File: src/rtl/serial_eeprom_pkg.sv
package serial_eeprom_pkg;

  // Array shape
  localparam int WORD_COUNT = 16;
  localparam int WORD_BITS = 16;
  localparam int ADDR_BITS = 4;
  localparam int INSTR_BITS = 9;
  localparam int OP_BITS = 4;

  // Operation code patterns
  localparam logic [1:0] OP_HI_READ = 2'h2;
  localparam logic [1:0] OP_HI_WRITE = 2'h1;
  localparam logic [1:0] OP_HI_ERASE = 2'h3;
  localparam logic [1:0] OP_HI_MISC = 2'h0;
  localparam logic [1:0] OP_LO_UNLOCK = 2'h3;
  localparam logic [1:0] OP_LO_LOCK = 2'h0;
  localparam logic [1:0] OP_LO_ERASE_ALL = 2'h2;
  localparam logic [1:0] OP_LO_FILL_ALL = 2'h1;

  // Reset values
  localparam logic [15:0] ERASED_WORD = 16'hFFFF;
  localparam logic UNLOCK_RESET = 1'b0;
  localparam logic [4:0] COUNT_RESET = 5'h00;

  // Programming pulse limits, kept for the host side
  localparam int PULSE_MIN_MS = 10;
  localparam int PULSE_MAX_MS = 30;
  localparam int CLOCK_MHZ = 250;

  typedef enum logic [2:0] {
    ST_IDLE = 3'h0,
    ST_INSTR = 3'h1,
    ST_DATA = 3'h3,
    ST_ARMED = 3'h2,
    ST_PROGRAM = 3'h6,
    ST_DONE = 3'h4,
    ST_READ = 3'h5
  } port_state_t;

  typedef enum logic [2:0] {
    PGM_NONE = 3'h0,
    PGM_ERASE = 3'h1,
    PGM_WRITE = 3'h2,
    PGM_ERASE_ALL = 3'h3,
    PGM_FILL_ALL = 3'h4
  } pgm_kind_t;

  // Serial pin group
  typedef struct packed {
    logic select;
    logic shift_clock;
    logic serial_in;
  } pins_in_t;

  typedef struct packed {
    logic serial_out;
    logic serial_out_en;
  } pins_out_t;

endpackage : serial_eeprom_pkg

File: src/rtl/serial_eeprom_16x16_port.sv
// Summary of operation
// - Sixteen nonvolatile words of sixteen bits
// - Instruction opens with start marker one
// - Then four-bit opcode and four-bit address
// - 10xx read, 01xx write, 11xx erase
// - 0011 unlock, 0000 lock, 0010/0001 all-words
// - Serial output driven only during read
// - Read shifts dummy zero then sixteen bits
// - Output changes only while shift clock high
// - Programming needs unlock, lasts until lock or reset
// - Reads work locked or unlocked
// - Erase starts at select fall, sets ones
// - Write only clears bits to zero
// - Write data sixteen bits, MSB first
// - Programming ends when select rises
// - Pulse counted to later clock/select rise; here select rise alone ends it
// - Programming only for the four program kinds
// - Erase-everything sets all words to ones
// - Fill-everything writes pattern to all words
// - Select low outside programming means standby
`timescale 1ns/100ps
module serial_eeprom_16x16_port
  import serial_eeprom_pkg::*;
#(
  parameter int WORDS = WORD_COUNT,
  parameter int WIDTH = WORD_BITS
)
(
  // Clock and reset
  input wire logic clock,
  input wire logic reset_n,
  // Serial pins from host
  input wire logic select,
  input wire logic shift_clock,
  input wire logic serial_in,
  // Serial output pin
  output logic serial_out,
  output logic serial_out_en,
  // Status
  output logic programming,
  output logic standby
);

  // ==========================================================================
  // State
  // ==========================================================================
  typedef struct packed {
    logic [1:0] sel_sync;
    logic [1:0] sck_sync;
    logic [1:0] din_sync;
    logic sel_prev;
    logic sck_prev;
    port_state_t state;
    logic [INSTR_BITS-2:0] shift_in;
    logic [4:0] count;
    logic [ADDR_BITS-1:0] addr;
    pgm_kind_t kind;
    logic [WIDTH-1:0] data;
    logic [WIDTH:0] shift_out;
    logic out_en;
    logic out_bit;
    logic unlocked;
    logic hv_on;
  } state_t;

  state_t s_q;
  state_t s_d;
  logic [WIDTH-1:0] mem_q [WORDS];
  logic mem_we;
  logic mem_all;
  logic [WIDTH-1:0] mem_wdata;
  logic mem_write_mode;

  logic sel;
  logic sck;
  logic din;
  logic sck_rise;
  logic sck_high;
  logic sel_fall;
  logic sel_rise;
  logic [INSTR_BITS-2:0] instr;

  // Fields of the instruction as its last bit arrives
  logic [OP_BITS-1:0] op_field;
  logic [ADDR_BITS-1:0] addr_field;
  logic dec_read;
  logic dec_unlock;
  logic dec_lock;
  logic dec_data;

  function automatic pgm_kind_t decode_pgm(input logic [OP_BITS-1:0] op);
    pgm_kind_t k;
    k = PGM_NONE;
    case (op[3:2])
      OP_HI_WRITE: k = PGM_WRITE;
      OP_HI_ERASE: k = PGM_ERASE;
      OP_HI_MISC:
      begin
        if (op[1:0] == OP_LO_ERASE_ALL)
          k = PGM_ERASE_ALL;
        else if (op[1:0] == OP_LO_FILL_ALL)
          k = PGM_FILL_ALL;
      end
      default: k = PGM_NONE;
    endcase
    return k;
  endfunction : decode_pgm

  // ==========================================================================
  // Decode helpers
  // ==========================================================================
  function automatic logic op_is_read(input logic [OP_BITS-1:0] op);
    return op[3:2] == OP_HI_READ;
  endfunction : op_is_read

  // Codes with upper bits 00 pick their action from the low bits
  function automatic logic op_is_misc(input logic [OP_BITS-1:0] op, input logic [1:0] low);
    return op == {OP_HI_MISC, low};
  endfunction : op_is_misc

  // Write and fill take sixteen data bits after the address
  function automatic logic op_takes_data(input logic [OP_BITS-1:0] op);
    return (op[3:2] == OP_HI_WRITE) || (op == {OP_HI_MISC, OP_LO_FILL_ALL});
  endfunction : op_takes_data

  function automatic logic kind_all_words(input pgm_kind_t k);
    return (k == PGM_ERASE_ALL) || (k == PGM_FILL_ALL);
  endfunction : kind_all_words

  // Write and fill can only clear bits
  function automatic logic kind_clears(input pgm_kind_t k);
    return (k == PGM_WRITE) || (k == PGM_FILL_ALL);
  endfunction : kind_clears

  // ==========================================================================
  // Synchronised pins and edges
  // ==========================================================================
  // Pins come from another clock and pass two stages first
  assign sel = s_q.sel_sync[1];
  assign sck = s_q.sck_sync[1];
  assign din = s_q.din_sync[1];
  assign sck_rise = sck & ~s_q.sck_prev;
  assign sck_high = sck;
  assign sel_fall = ~sel & s_q.sel_prev;
  assign sel_rise = sel & ~s_q.sel_prev;
  assign instr = {s_q.shift_in[INSTR_BITS-3:0], din};

  // ==========================================================================
  // Instruction decode
  // ==========================================================================
  assign op_field = instr[OP_BITS+ADDR_BITS-1:ADDR_BITS];
  assign addr_field = instr[ADDR_BITS-1:0];
  assign dec_read = op_is_read(op_field);
  assign dec_unlock = op_is_misc(op_field, OP_LO_UNLOCK);
  assign dec_lock = op_is_misc(op_field, OP_LO_LOCK);
  assign dec_data = op_takes_data(op_field);

  // ==========================================================================
  // Next state
  // ==========================================================================
  always_comb
  begin
    s_d = s_q;
    mem_we = 1'b0;
    mem_all = 1'b0;
    mem_wdata = ERASED_WORD;
    mem_write_mode = 1'b0;
    s_d.sel_sync = {s_q.sel_sync[0], select};
    s_d.sck_sync = {s_q.sck_sync[0], shift_clock};
    s_d.din_sync = {s_q.din_sync[0], serial_in};
    s_d.sel_prev = sel;
    s_d.sck_prev = sck;
    case (s_q.state)
      ST_IDLE:
      begin
        s_d.count = COUNT_RESET;
        // Start marker taken on a rising clock with input high
        if (sel && sck_rise && din)
        begin
          s_d.state = ST_INSTR;
          s_d.shift_in = '0;
        end
      end
      ST_INSTR:
      begin
        if (sck_rise)
        begin
          s_d.shift_in = instr;
          s_d.count = s_q.count + 5'h01;
          if (s_q.count == 5'(OP_BITS + ADDR_BITS - 1))
          begin
            s_d.count = COUNT_RESET;
            s_d.addr = addr_field;
            s_d.kind = decode_pgm(op_field);
            s_d.state = ST_IDLE;
            if (dec_read)
            begin
              s_d.shift_out = {1'b0, mem_q[addr_field]};
              s_d.state = ST_READ;
            end
            else if (dec_unlock)
            begin
              s_d.unlocked = 1'b1;
            end
            else if (dec_lock)
            begin
              s_d.unlocked = 1'b0;
            end
            else if (!s_q.unlocked)
            begin
              // Programming refused; array left untouched
              s_d.state = ST_IDLE;
            end
            else if (dec_data)
            begin
              s_d.state = ST_DATA;
            end
            else
            begin
              s_d.state = ST_ARMED;
            end
          end
        end
      end
      ST_DATA:
      begin
        // Sixteen data bits, most significant first
        if (sck_rise)
        begin
          s_d.data = {s_q.data[WIDTH-2:0], din};
          s_d.count = s_q.count + 5'h01;
          if (s_q.count == 5'(WIDTH - 1))
            s_d.state = ST_ARMED;
        end
      end
      ST_READ:
      begin
        // Load the output bit during the high phase only
        if (sck_high && !s_q.out_en)
        begin
          s_d.out_en = 1'b1;
          s_d.out_bit = s_q.shift_out[WIDTH];
        end
        else if (sck_rise)
          s_d.shift_out = {s_q.shift_out[WIDTH-1:0], 1'b0};
        else if (sck_high && s_q.out_en)
          s_d.out_bit = s_q.shift_out[WIDTH];
      end
      ST_ARMED:
      begin
        // Programming begins as select falls
        if (sel_fall)
        begin
          s_d.state = ST_PROGRAM;
          s_d.hv_on = 1'b1;
        end
      end
      ST_PROGRAM:
      begin
        // Cells are driven while select stays low
        mem_we = 1'b1;
        mem_all = kind_all_words(s_q.kind);
        mem_write_mode = kind_clears(s_q.kind);
        mem_wdata = mem_write_mode ? s_q.data : ERASED_WORD;
        if (sel_rise)
        begin
          s_d.hv_on = 1'b0;
          s_d.state = ST_DONE;
        end
      end
      ST_DONE:
      begin
        // Back to idle once select is low or on the next shift clock rise
        if (!sel || sck_rise)
          s_d.state = ST_IDLE;
      end
      default: s_d.state = ST_IDLE;
    endcase
    // Abort on select low outside programming
    if (!sel && s_q.state != ST_ARMED && s_q.state != ST_PROGRAM)
    begin
      s_d.state = ST_IDLE;
      s_d.out_en = 1'b0;
      s_d.out_bit = 1'b0;
      s_d.count = COUNT_RESET;
    end
    if (s_q.state != ST_READ)
      s_d.out_en = 1'b0;
  end

  // ==========================================================================
  // Registers
  // ==========================================================================
  always_ff @(posedge clock or negedge reset_n)
  begin
    if (!reset_n)
    begin
      s_q.sel_sync <= '0;
      s_q.sck_sync <= '0;
      s_q.din_sync <= '0;
      s_q.sel_prev <= '0;
      s_q.sck_prev <= '0;
      s_q.state <= ST_IDLE;
      s_q.shift_in <= '0;
      s_q.count <= COUNT_RESET;
      s_q.addr <= '0;
      s_q.kind <= PGM_NONE;
      s_q.data <= '0;
      s_q.shift_out <= '0;
      s_q.out_en <= '0;
      s_q.out_bit <= '0;
      s_q.unlocked <= UNLOCK_RESET;
      s_q.hv_on <= '0;
    end
    else
      s_q <= s_d;
  end

  // Array holds content across reset; erase and write are bitwise
  always_ff @(posedge clock)
  begin
    for (int i = 0; i < WORDS; i++)
    begin
      if (mem_we && (mem_all || s_q.addr == ADDR_BITS'(i)))
        mem_q[i] <= mem_write_mode ? (mem_q[i] & mem_wdata) : mem_wdata;
    end
  end

  // ==========================================================================
  // Outputs
  // ==========================================================================
  assign serial_out = s_q.out_bit;
  assign serial_out_en = s_q.out_en;
  assign programming = s_q.hv_on;
  assign standby = ~sel & ~s_q.hv_on;

endmodule : serial_eeprom_16x16_port

File: config.mk
export PLATFORM = sky130hd
export DESIGN_NAME = serial_eeprom_16x16_port
export DESIGN_NICKNAME = d
export VERILOG_FILES = /design/src/rtl/serial_eeprom_pkg.sv /design/src/rtl/serial_eeprom_16x16_port.sv
export SDC_FILE = /design/constraint.sdc
export NUM_CORES = 1
export LEC_CHECK = 0
export BUFFER_PORTS_ARGS = -buffer_cell sky130_fd_sc_hd__buf_2
export CORE_AREA = 2 2 142 249
export DETAILED_ROUTE_END_ITERATION = 8
export DIE_AREA = 0 0 144 251
export MAX_ROUTING_LAYER = met4
export SLEW_MARGIN = 20
export SYNTH_ARGS = -nofsm -noshare
export SYNTH_HDL_FRONTEND = slang
export SYNTH_SLANG_ARGS = --single-unit
File: constraint.sdc
create_clock -name clock -period 4.89 [get_ports clock]
set_clock_uncertainty 0.05 [all_clocks]
set_input_delay 0.978 -clock clock [delete_from_list [all_inputs] [get_ports clock]]
set_output_delay 0.978 -clock clock [all_outputs]
set_load 0.01 [all_outputs]
; ---- Word level (Yosys, flattened, before mapping)
; Memories as Yosys holds them, arrays and structs flattened.
; Index checks and enable logic that the tools add are counted.
[word_totals]
register_bits = 67
latch_bits = 0
ramBits = 256
mem_bits_ro = 0
input_bits = 5
output_inout_bits = 4
memories = 1
[mem_list]
columns = memory, depth, word_bits, rd, rd_clocked_by_memory_dff, write_ports, line
row1 = mem_q, 16, 16, 17, 0, 16, serial_eeprom_16x16_port.sv:68  ; logic [WIDTH-1:0] mem_q [WORDS];
[op_classes]
addsub = 1
n_mul = 0
n_div = 0
order_cmp = 0
n_eq_ne = 54
n_shift = 0
mux = 94
bitwise_logic = 25
n_reduce_logical = 67
[op_table]
columns = cell, count
row1 = 16-bit two-way mux, 18
row2 = 16-bit AND, 16
row3 = 17-bit two-way mux, 5
row4 = 1-bit two-way mux, 45
row5 = 3-bit two-way mux, 13
row6 = 17-bit one-hot mux with 2 select lines, 1
row7 = 4-bit equality test (second input constant), 8
row8 = 3-bit inequality test (second input constant), 10
row9 = 23-bit two-way mux, 1
row10 = 1-bit logical AND, 22
row11 = 3-bit one-hot mux with 7 select lines, 1
row12 = 1-bit logical OR, 20
row13 = 2-bit inequality test (second input constant), 9
row14 = 4-bit by 3-bit equality test with 1-bit output (second input constant), 4
row15 = 5-bit one-hot mux with 3 select lines, 1
row16 = 3-bit AND reduction, 5
row17 = 7-bit one-hot mux with 2 select lines, 1
row18 = 3-bit by 2-bit equality test with 1-bit output (second input constant), 4
row19 = 3-bit equality test (second input constant), 4
row20 = 4-bit by 2-bit equality test with 1-bit output (second input constant), 3
row21 = 12-bit two-way mux, 1
row22 = 11-bit two-way mux, 1
row23 = 5-bit two-way mux, 2
row24 = 2-bit nonzero test, 5
row25 = 24 further kinds, 41

; ---- Logic depth before layout (Yosys ltp)
; Gate-level depths: netlist of the first run.
[depth]
word_depth = 11
ltp_mapped = 8
mapped_depth_nobuf = 8

; ---- Worst setup path after synthesis of the first run
; Ideal clock, no wire load.
[synth_path]
path_kind = register -> register
from = register s_q[57] (netlist name)
to = memory mem_q[0][0] (netlist name) (enable)
t_arrival_ps = 2309
t_required_ps = 4429
slack_ps = 2120
stages_incl_launch_ff = 6
path_buffers = 1
period_less_slack_ps = 2770
cell_sequence = dfrtp_1 -> nor2b_1 -> clkbuf_2 -> nand2_1 -> or3_1 -> o21ai_0
[synth_lines]
columns = item, line
row1 = from (decl), serial_eeprom_16x16_port.sv:66  ; state_t s_q;
row2 = to (decl), serial_eeprom_16x16_port.sv:68

==> run metrics, run 1 <==
quantity of gates resized following cts=0; mapped cell area=15200 µm²; drt first pass iters=5; DRT Wirelength=between 30000 and 40000 µm; Total Neg Setup Slack=0 ns; Ports=9; Area contributors post-synth=edfxtp_1 51%, nand2_1 13%, dfrtp_1 11%; Power Density=roughly 370 nW/µm²; die footprint=between 30000 and 40000 µm²; Die X=144 µm; initial antenna violation count=0; Critical Path RT=between 5 and 6 ns; WP data arrival=~3.3 ns; most common cell after layout, fill and taps aside=nand2_1; RSZ-0062 raised after global routing=no; CTS H-tree lvls=1; R2R depth=3; Placed Instances=~1700; Port-buffer cells=8; Core Region=~34000 µm²; Seq/Total Area, Yosys=0.616; Worst Path Buf+Inv=0; via count=between 9000 and 10000; CP max stage cell=nand3_1; hold path start=s_d[63]; Critical Path Max Stage Delay=slightly above 0.8 ns; Syn Nets=about 1300; worst hold slack=0.303 ns; gr usage total=0.192; clock sinks=roughly 320; largest net degree at the start of global routing=~130; Worst Tran Pin Value=about 1.2 ns; number of antenna diodes=0; Rel. slew slack=0.213; reg2reg start=s_q[58]; Max Slew Vio Count=0; Pleak=approximately 5.9 nW; critical setup path kind=reg2reg; CTS buffer count=30; final std cells w/o fill=around 1800; CTS root buf=clkbuf_16; RR Endpoint=mem_q[12][11]; row cnt=90; EDFF count, synth=approximately 260; hpwl dp=around 21000 µm; Tightest Hold Check Type=reg2reg; Routability Congestion=approximately 0.83; r2r setup slk=~1.7 ns; Post-Place Cell Area=approximately 15000 µm²; Top delay family on crit path=simple AND/OR/NAND/NOR gates; DR vias/cell=5.45; CP Max Fanout=16; WL per Instance=around 19 µm; CP Cell Sequence=nor2b_1 > nand3_1 > o21ai_2; final hold violations=0; sink of the worst hold path=addr_field[0]; first-pass GRT wire length=about 53000 µm; slack of the critical path=approximately 1.7 ns; FF+latch count, synth=approximately 320; asr flop ratio synth=0.207; Die Ht=251 µm; Clk Latency, worst-skew pair=roughly 0.57 ns; final instance area=between 15000 and 20000 µm²; synth warn=0; Post-CTS Setup Inserts=0; worst vdd ir=between 150 and 200 µV; # hold bufs at CTS=0; pre-CTS setup slack=~1.8 ns; Netlist cell types=a little over 50; Yosys top cell area share=0.506; Final nets=around 1300; Clock Tree Buf Depth=3; setup violators final=0; Area Overhead vs Synth=8.03%; DRC=0; proportion of layout cells with a drive suffix above 1=0.0978; Max Freq=roughly 320 MHz; CTS tree=yes; Max Cap Viol=0; most frequent cells in the layout=532 x nand2_1, 256 x edfxtp_1, 66 x mux2i_1, 65 x dfrtp_1, 31 x clkbuf_16; crit start category=flop; Initial Utilization=0.445; clock-pin slew on the worst setup and hold paths=0.06 ns; largest area contributor in the netlist=edfxtp_1; post-route minimum period=3.17 ns; Syn Area/Cell=about 11 µm²; Crit. End Element=flop; hold depth=0; DR iter-0 viols=around 900; Syn Inst Count=about 1300; status=finished clean; final worst-path cycle share=0.648; vias in the first global route=roughly 9600; gr ovfl total=0; Primary FF master, synth=edfxtp_1; DRT antenna net count=0
cell usage after synthesis, types with 2 or more instances:
| library cell | number |
|---|---|
| nor3_2 | 2 |
| buf_4 | 5 |
| and2_1 | 3 |
| xnor2_1 | 2 |
| buf_8 | 3 |
| and3_1 | 3 |
| mux4_2 | 19 |
| nand2_1 | 532 |
| o21bai_1 | 2 |
| nor2b_1 | 6 |
| buf_12 | 2 |
| a22oi_1 | 30 |
| or2_2 | 2 |
| o31ai_1 | 2 |
| mux2i_1 | 66 |
| a21oi_1 | 23 |
| buf_6 | 9 |
| inv_1 | 9 |
| buf_2 | 40 |
| o2111ai_1 | 2 |
| clkbuf_1 | 42 |
| edfxtp_1 | 256 |
| ha_1 | 2 |
| a31oi_1 | 18 |
| mux2_1 | 3 |
| nor3_1 | 2 |
| nand3_1 | 22 |
| mux2_2 | 17 |
| nand2b_1 | 9 |
| o21ai_0 | 37 |
| dfrtp_1 | 67 |
| mux4_1 | 15 |
| nor2_1 | 29 |
| nand3b_1 | 2 |
| a22o_1 | 25 |
through the flow:
| stage | util | total power [W] |
|---|---|---|
| 2_1_floorplan | - | 0.00354 |
| 3_3_place_gp | 0.452 | 0.00370 |
| 3_5_place_dp | 0.452 | 0.00370 |
| 4_1_cts | 0.481 | 0.00606 |
| 5_1_grt | 0.481 | 0.00621 |
| 6_report | 0.481 | 0.00602 |
final cells by class:
class / instances / area, µm²
well taps: 460 / 576
inverters: 9 / 33.8
multi-input cells: 890 / 5300
repair buffers: 20 / 158
flip-flops and latches: 323 / 9370
clock inverters: 12 / 113
clock buffers: 44 / 876
fillers: 3094 / 17700
sequential cells by signal (all words and copies together), names as in the netlist:
name and cells:
s_d 5, serial_out 1, instr 4, mem_q 256, s_q 51, serial_out_en 1
addr_field 4, programming 1
worst max path at each step:
stage	start	endpoint	slack, ns	depth (start not counted)
3_5_place_dp	s_q[58]	mem_q[12][10]	1.76	4
5_1_grt	s_q[58]	mem_q[12][11]	1.49	3
2_1_floorplan	s_q[57]	mem_q[0][0]	2.12	5
4_1_cts	s_q[58]	mem_q[12][11]	1.72	4
3_3_place_gp	s_q[58]	mem_q[12][10]	1.78	4
6_report	s_q[58]	mem_q[12][11]	1.72	3
per-layer routing:
| metal | up-vias | global-route usage | share of wire |
|---|---|---|---|
| met2 | 216 | 0.333 | 0.52 |
| met3 | 43 | 0.0215 | 0.040 |
| met4 | 0 | 0.0485 | 0.018 |
| met1 | 4768 | 0.241 | 0.42 |
| li1 | 4552 | - | - |
| met5 | - | - | 0 |
kinds of logic (layout without fill, tap and decap cells):
logic type | after synthesis | count (layout) | synth area share
and+or+nand+nor | 621 | 621 | 0.165
DFF | 323 | 323 | 0.616
adders and majority gates | 2 | 2 | 0.00165
buffers and inverters | 111 | 85 | 0.0408
xor gates and xnor gates | 2 | 2 | 0.00115
AOI/OAI and AO/OA | 145 | 145 | 0.0626
muxes | 120 | 120 | 0.112
power breakdown:
group          switching [W]  internal [W]
Sequential         0.0000909       0.00296
Clock                0.00102       0.00135
Combinational       0.000364      0.000236
Note: power is estimated with default switching activity, not from simulation.
==> inputs of run 2 (changes only) <==
==> constraint.sdc (replaced) <==
create_clock -name clock -period 2.95 [get_ports clock]
set_clock_uncertainty 0.05 [all_clocks]
set_input_delay 0.59 -clock clock [delete_from_list [all_inputs] [get_ports clock]]
set_output_delay 0.59 -clock clock [all_outputs]
set_load 0.01 [all_outputs]
==> run metrics, run 2 (synthesis gave the netlist of run 1 again) <==
status=finished clean; critical setup path kind=reg2reg; register share of total power=0.513 (+0.007); final worst-path cycle share=0.785 (+0.137); gr usage total=0.197 (+0.00480); CTS root buf=clkbuf_16; R2R depth=5 (+2); reg2reg start=s_q[58]; end point of the critical path=mem_q[12][12]; Max Slew Vio Count=0 (unchanged); most frequent cells in the layout=532 x nand2_1, 256 x edfxtp_1, 66 x mux2i_1, 65 x dfrtp_1, 35 x buf_4; Worst Tran Pin Value=0.857 ns (-0.319 ns); Pleak=6.03 nW (+3.0%); final hold violations=0 (unchanged); vias in the first global route=9632 (+0.61%); clock network power share=0.388 (-0.006); multi-input logic area=5280 µm² (-0.28%); DRT Wirelength=33700 µm (+0.60%); RSZ-0062 raised after global routing=no; worst hold slack=0.0907 ns (-0.212 ns); fill count=3096 (+0.065%); Comb power frac=0.100 (about the same); die footprint=36100 µm² (unchanged); WL per Instance=18.9 µm (-1.0%); clock-pin slew on the worst setup and hold paths=0.06 ns (about the same); most common cell after layout, fill and taps aside=nand2_1; Area Overhead vs Synth=9.66%; Clk Latency, worst-skew pair=0.56 ns (about the same); r2r setup slk=0.63 ns (-1.09 ns); hold depth=1 (+1); crit start category=flop; Clock Tree Buf Depth=3 (unchanged); CP startpoint=s_q[58]; Core Region=34100 µm² (unchanged); first-pass GRT wire length=54100 µm (+1.6%); worst vdd ir=313 µV (+75%); gr ovfl total=0 (unchanged); RR Endpoint=mem_q[12][12]; largest reg by FF count=mem_q; Max Freq=432 MHz (+37%); Port-buffer cells=8 (unchanged); CTS tree=yes; Total Neg Setup Slack=0 ns (unchanged); Die Ht=251 µm (unchanged); Int Pwr=0.00752 W (+66%); row cnt=90 (unchanged); sw frac=0.245 (-0.00120); DR vias/cell=5.41 (-0.71%); Psw=0.00244 W (+65%); Die X=144 µm (unchanged); WP data arrival=2.50 ns (-0.79 ns); Initial Utilization=0.445 (unchanged); number of antenna diodes=0 (unchanged); DR iter-0 viols=822 (-9.0%); drt first pass iters=5 (unchanged); Final nets=1310 (+2.3%); Power Density=597 nW/µm² (+63%); CTS H-tree lvls=1 (unchanged); CTS buffer count=30 (unchanged); hpwl dp=21800 µm (+2.7%); Ports=9 (unchanged); setup violators final=0 (unchanged); Critical Path RT=3.13 ns (-1.88 ns); DRC=0 (unchanged); proportion of layout cells with a drive suffix above 1=0.118 (+0.0205); Rel. slew slack=0.428 (+0.216); post-route minimum period=2.32 ns (-0.851 ns); Crit. End Element=flop; quantity of gates resized following cts=0 (unchanged); initial antenna violation count=0 (unchanged); CP Max Fanout=16 (unchanged); DRT antenna net count=0 (unchanged); max reg flops=256 (unchanged); total area of sequential cells=9370 µm² (unchanged); clock sinks=323 (unchanged); Tightest Hold Check Type=in2reg; largest net degree at the start of global routing=74 (-44%); Routability Congestion=0.803 (-2.7%); Max Cap Viol=0 (unchanged); via count=9668 (+0.93%)
[run 2: cell count changes in the layout (fill, tap and decap cells not counted), sizes merged]
cell	change
dlygate4sd3	+1
bufinv	-1
clkinvlp	-2
buf	+28
clkbuf	+3
[run 2: stage by stage]
step / utilization / setup WS (ns) / cells / cell area, µm² / power, W
after floorplan: - / 0.180 / 1324 / 15200 / 0.00586
after global placement: 0.459 / 0.669 / 1730 / 15700 / 0.00619
after detailed placement: 0.459 / 0.656 / 1730 / 15700 / 0.00620
after CTS: 0.488 / 0.647 / 1787 / 16700 / 0.0101
after global routing: 0.488 / 0.512 / 1787 / 16700 / 0.0103
final: 0.488 / 0.634 / 1787 / 16700 / 0.00995
[run 2: worst min path at each step]
stage / start / end / slack (ns)
finish: serial_in / s_d[63] / 0.09
global route: serial_in / s_d[63] / 0.07
CTS: serial_in / s_d[63] / 0.07
detailed placement: s_d[65] / s_d[60] / 0.29
global placement: s_d[67] / s_d[61] / 0.30
floorplan: reset_n / addr_field[0] / 0.24
[run 2: what timing repair did]
action / in CTS / in global routing
endpoints found under the hold margin: 18 / 0
hold buffers: 1 / 0
buffers inserted: 0 / 0
[run 2: area by class of cell]
class                           count  share of cell area
Sequential cell                   323               0.562
Tap cell                          460              0.0345
Clock buffer                       47              0.0544
Clock inverter                      9             0.00443
Inverter                            9             0.00203
Multi-Input combinational cell    890               0.317
Timing Repair Buffer               49              0.0257
[run 2: worst max-delay path: stages, from the launching register on]
cell,delay (ns)
dfrtp_1,0.61
nor2b_1,0.23
nand2_1,0.13
or3_1,0.49
o21ai_2,0.17
buf_4,0.30
[run 2: power by group through the flow]
stage | registers, W | clock network [W] | logic (W)
6_report | 0.00510 | 0.00386 | 0.000992
2_1_floorplan | 0.00503 | 0 | 0.000835
5_1_grt | 0.00512 | 0.00410 | 0.00107
3_3_place_gp | 0.00520 | 0 | 0.000988
3_5_place_dp | 0.00520 | 0 | 0.000994
4_1_cts | 0.00510 | 0.00397 | 0.000997
[run 2: layer usage]
metal | vias up | global-route usage | wire length, µm
li1 | 4613 | - | -
met1 | 4809 | 0.251 | 14100
met2 | 209 | 0.337 | 17500
met3 | 37 | 0.0196 | 1420
met4 | 0 | 0.0507 | 696
met5 | - | - | 0
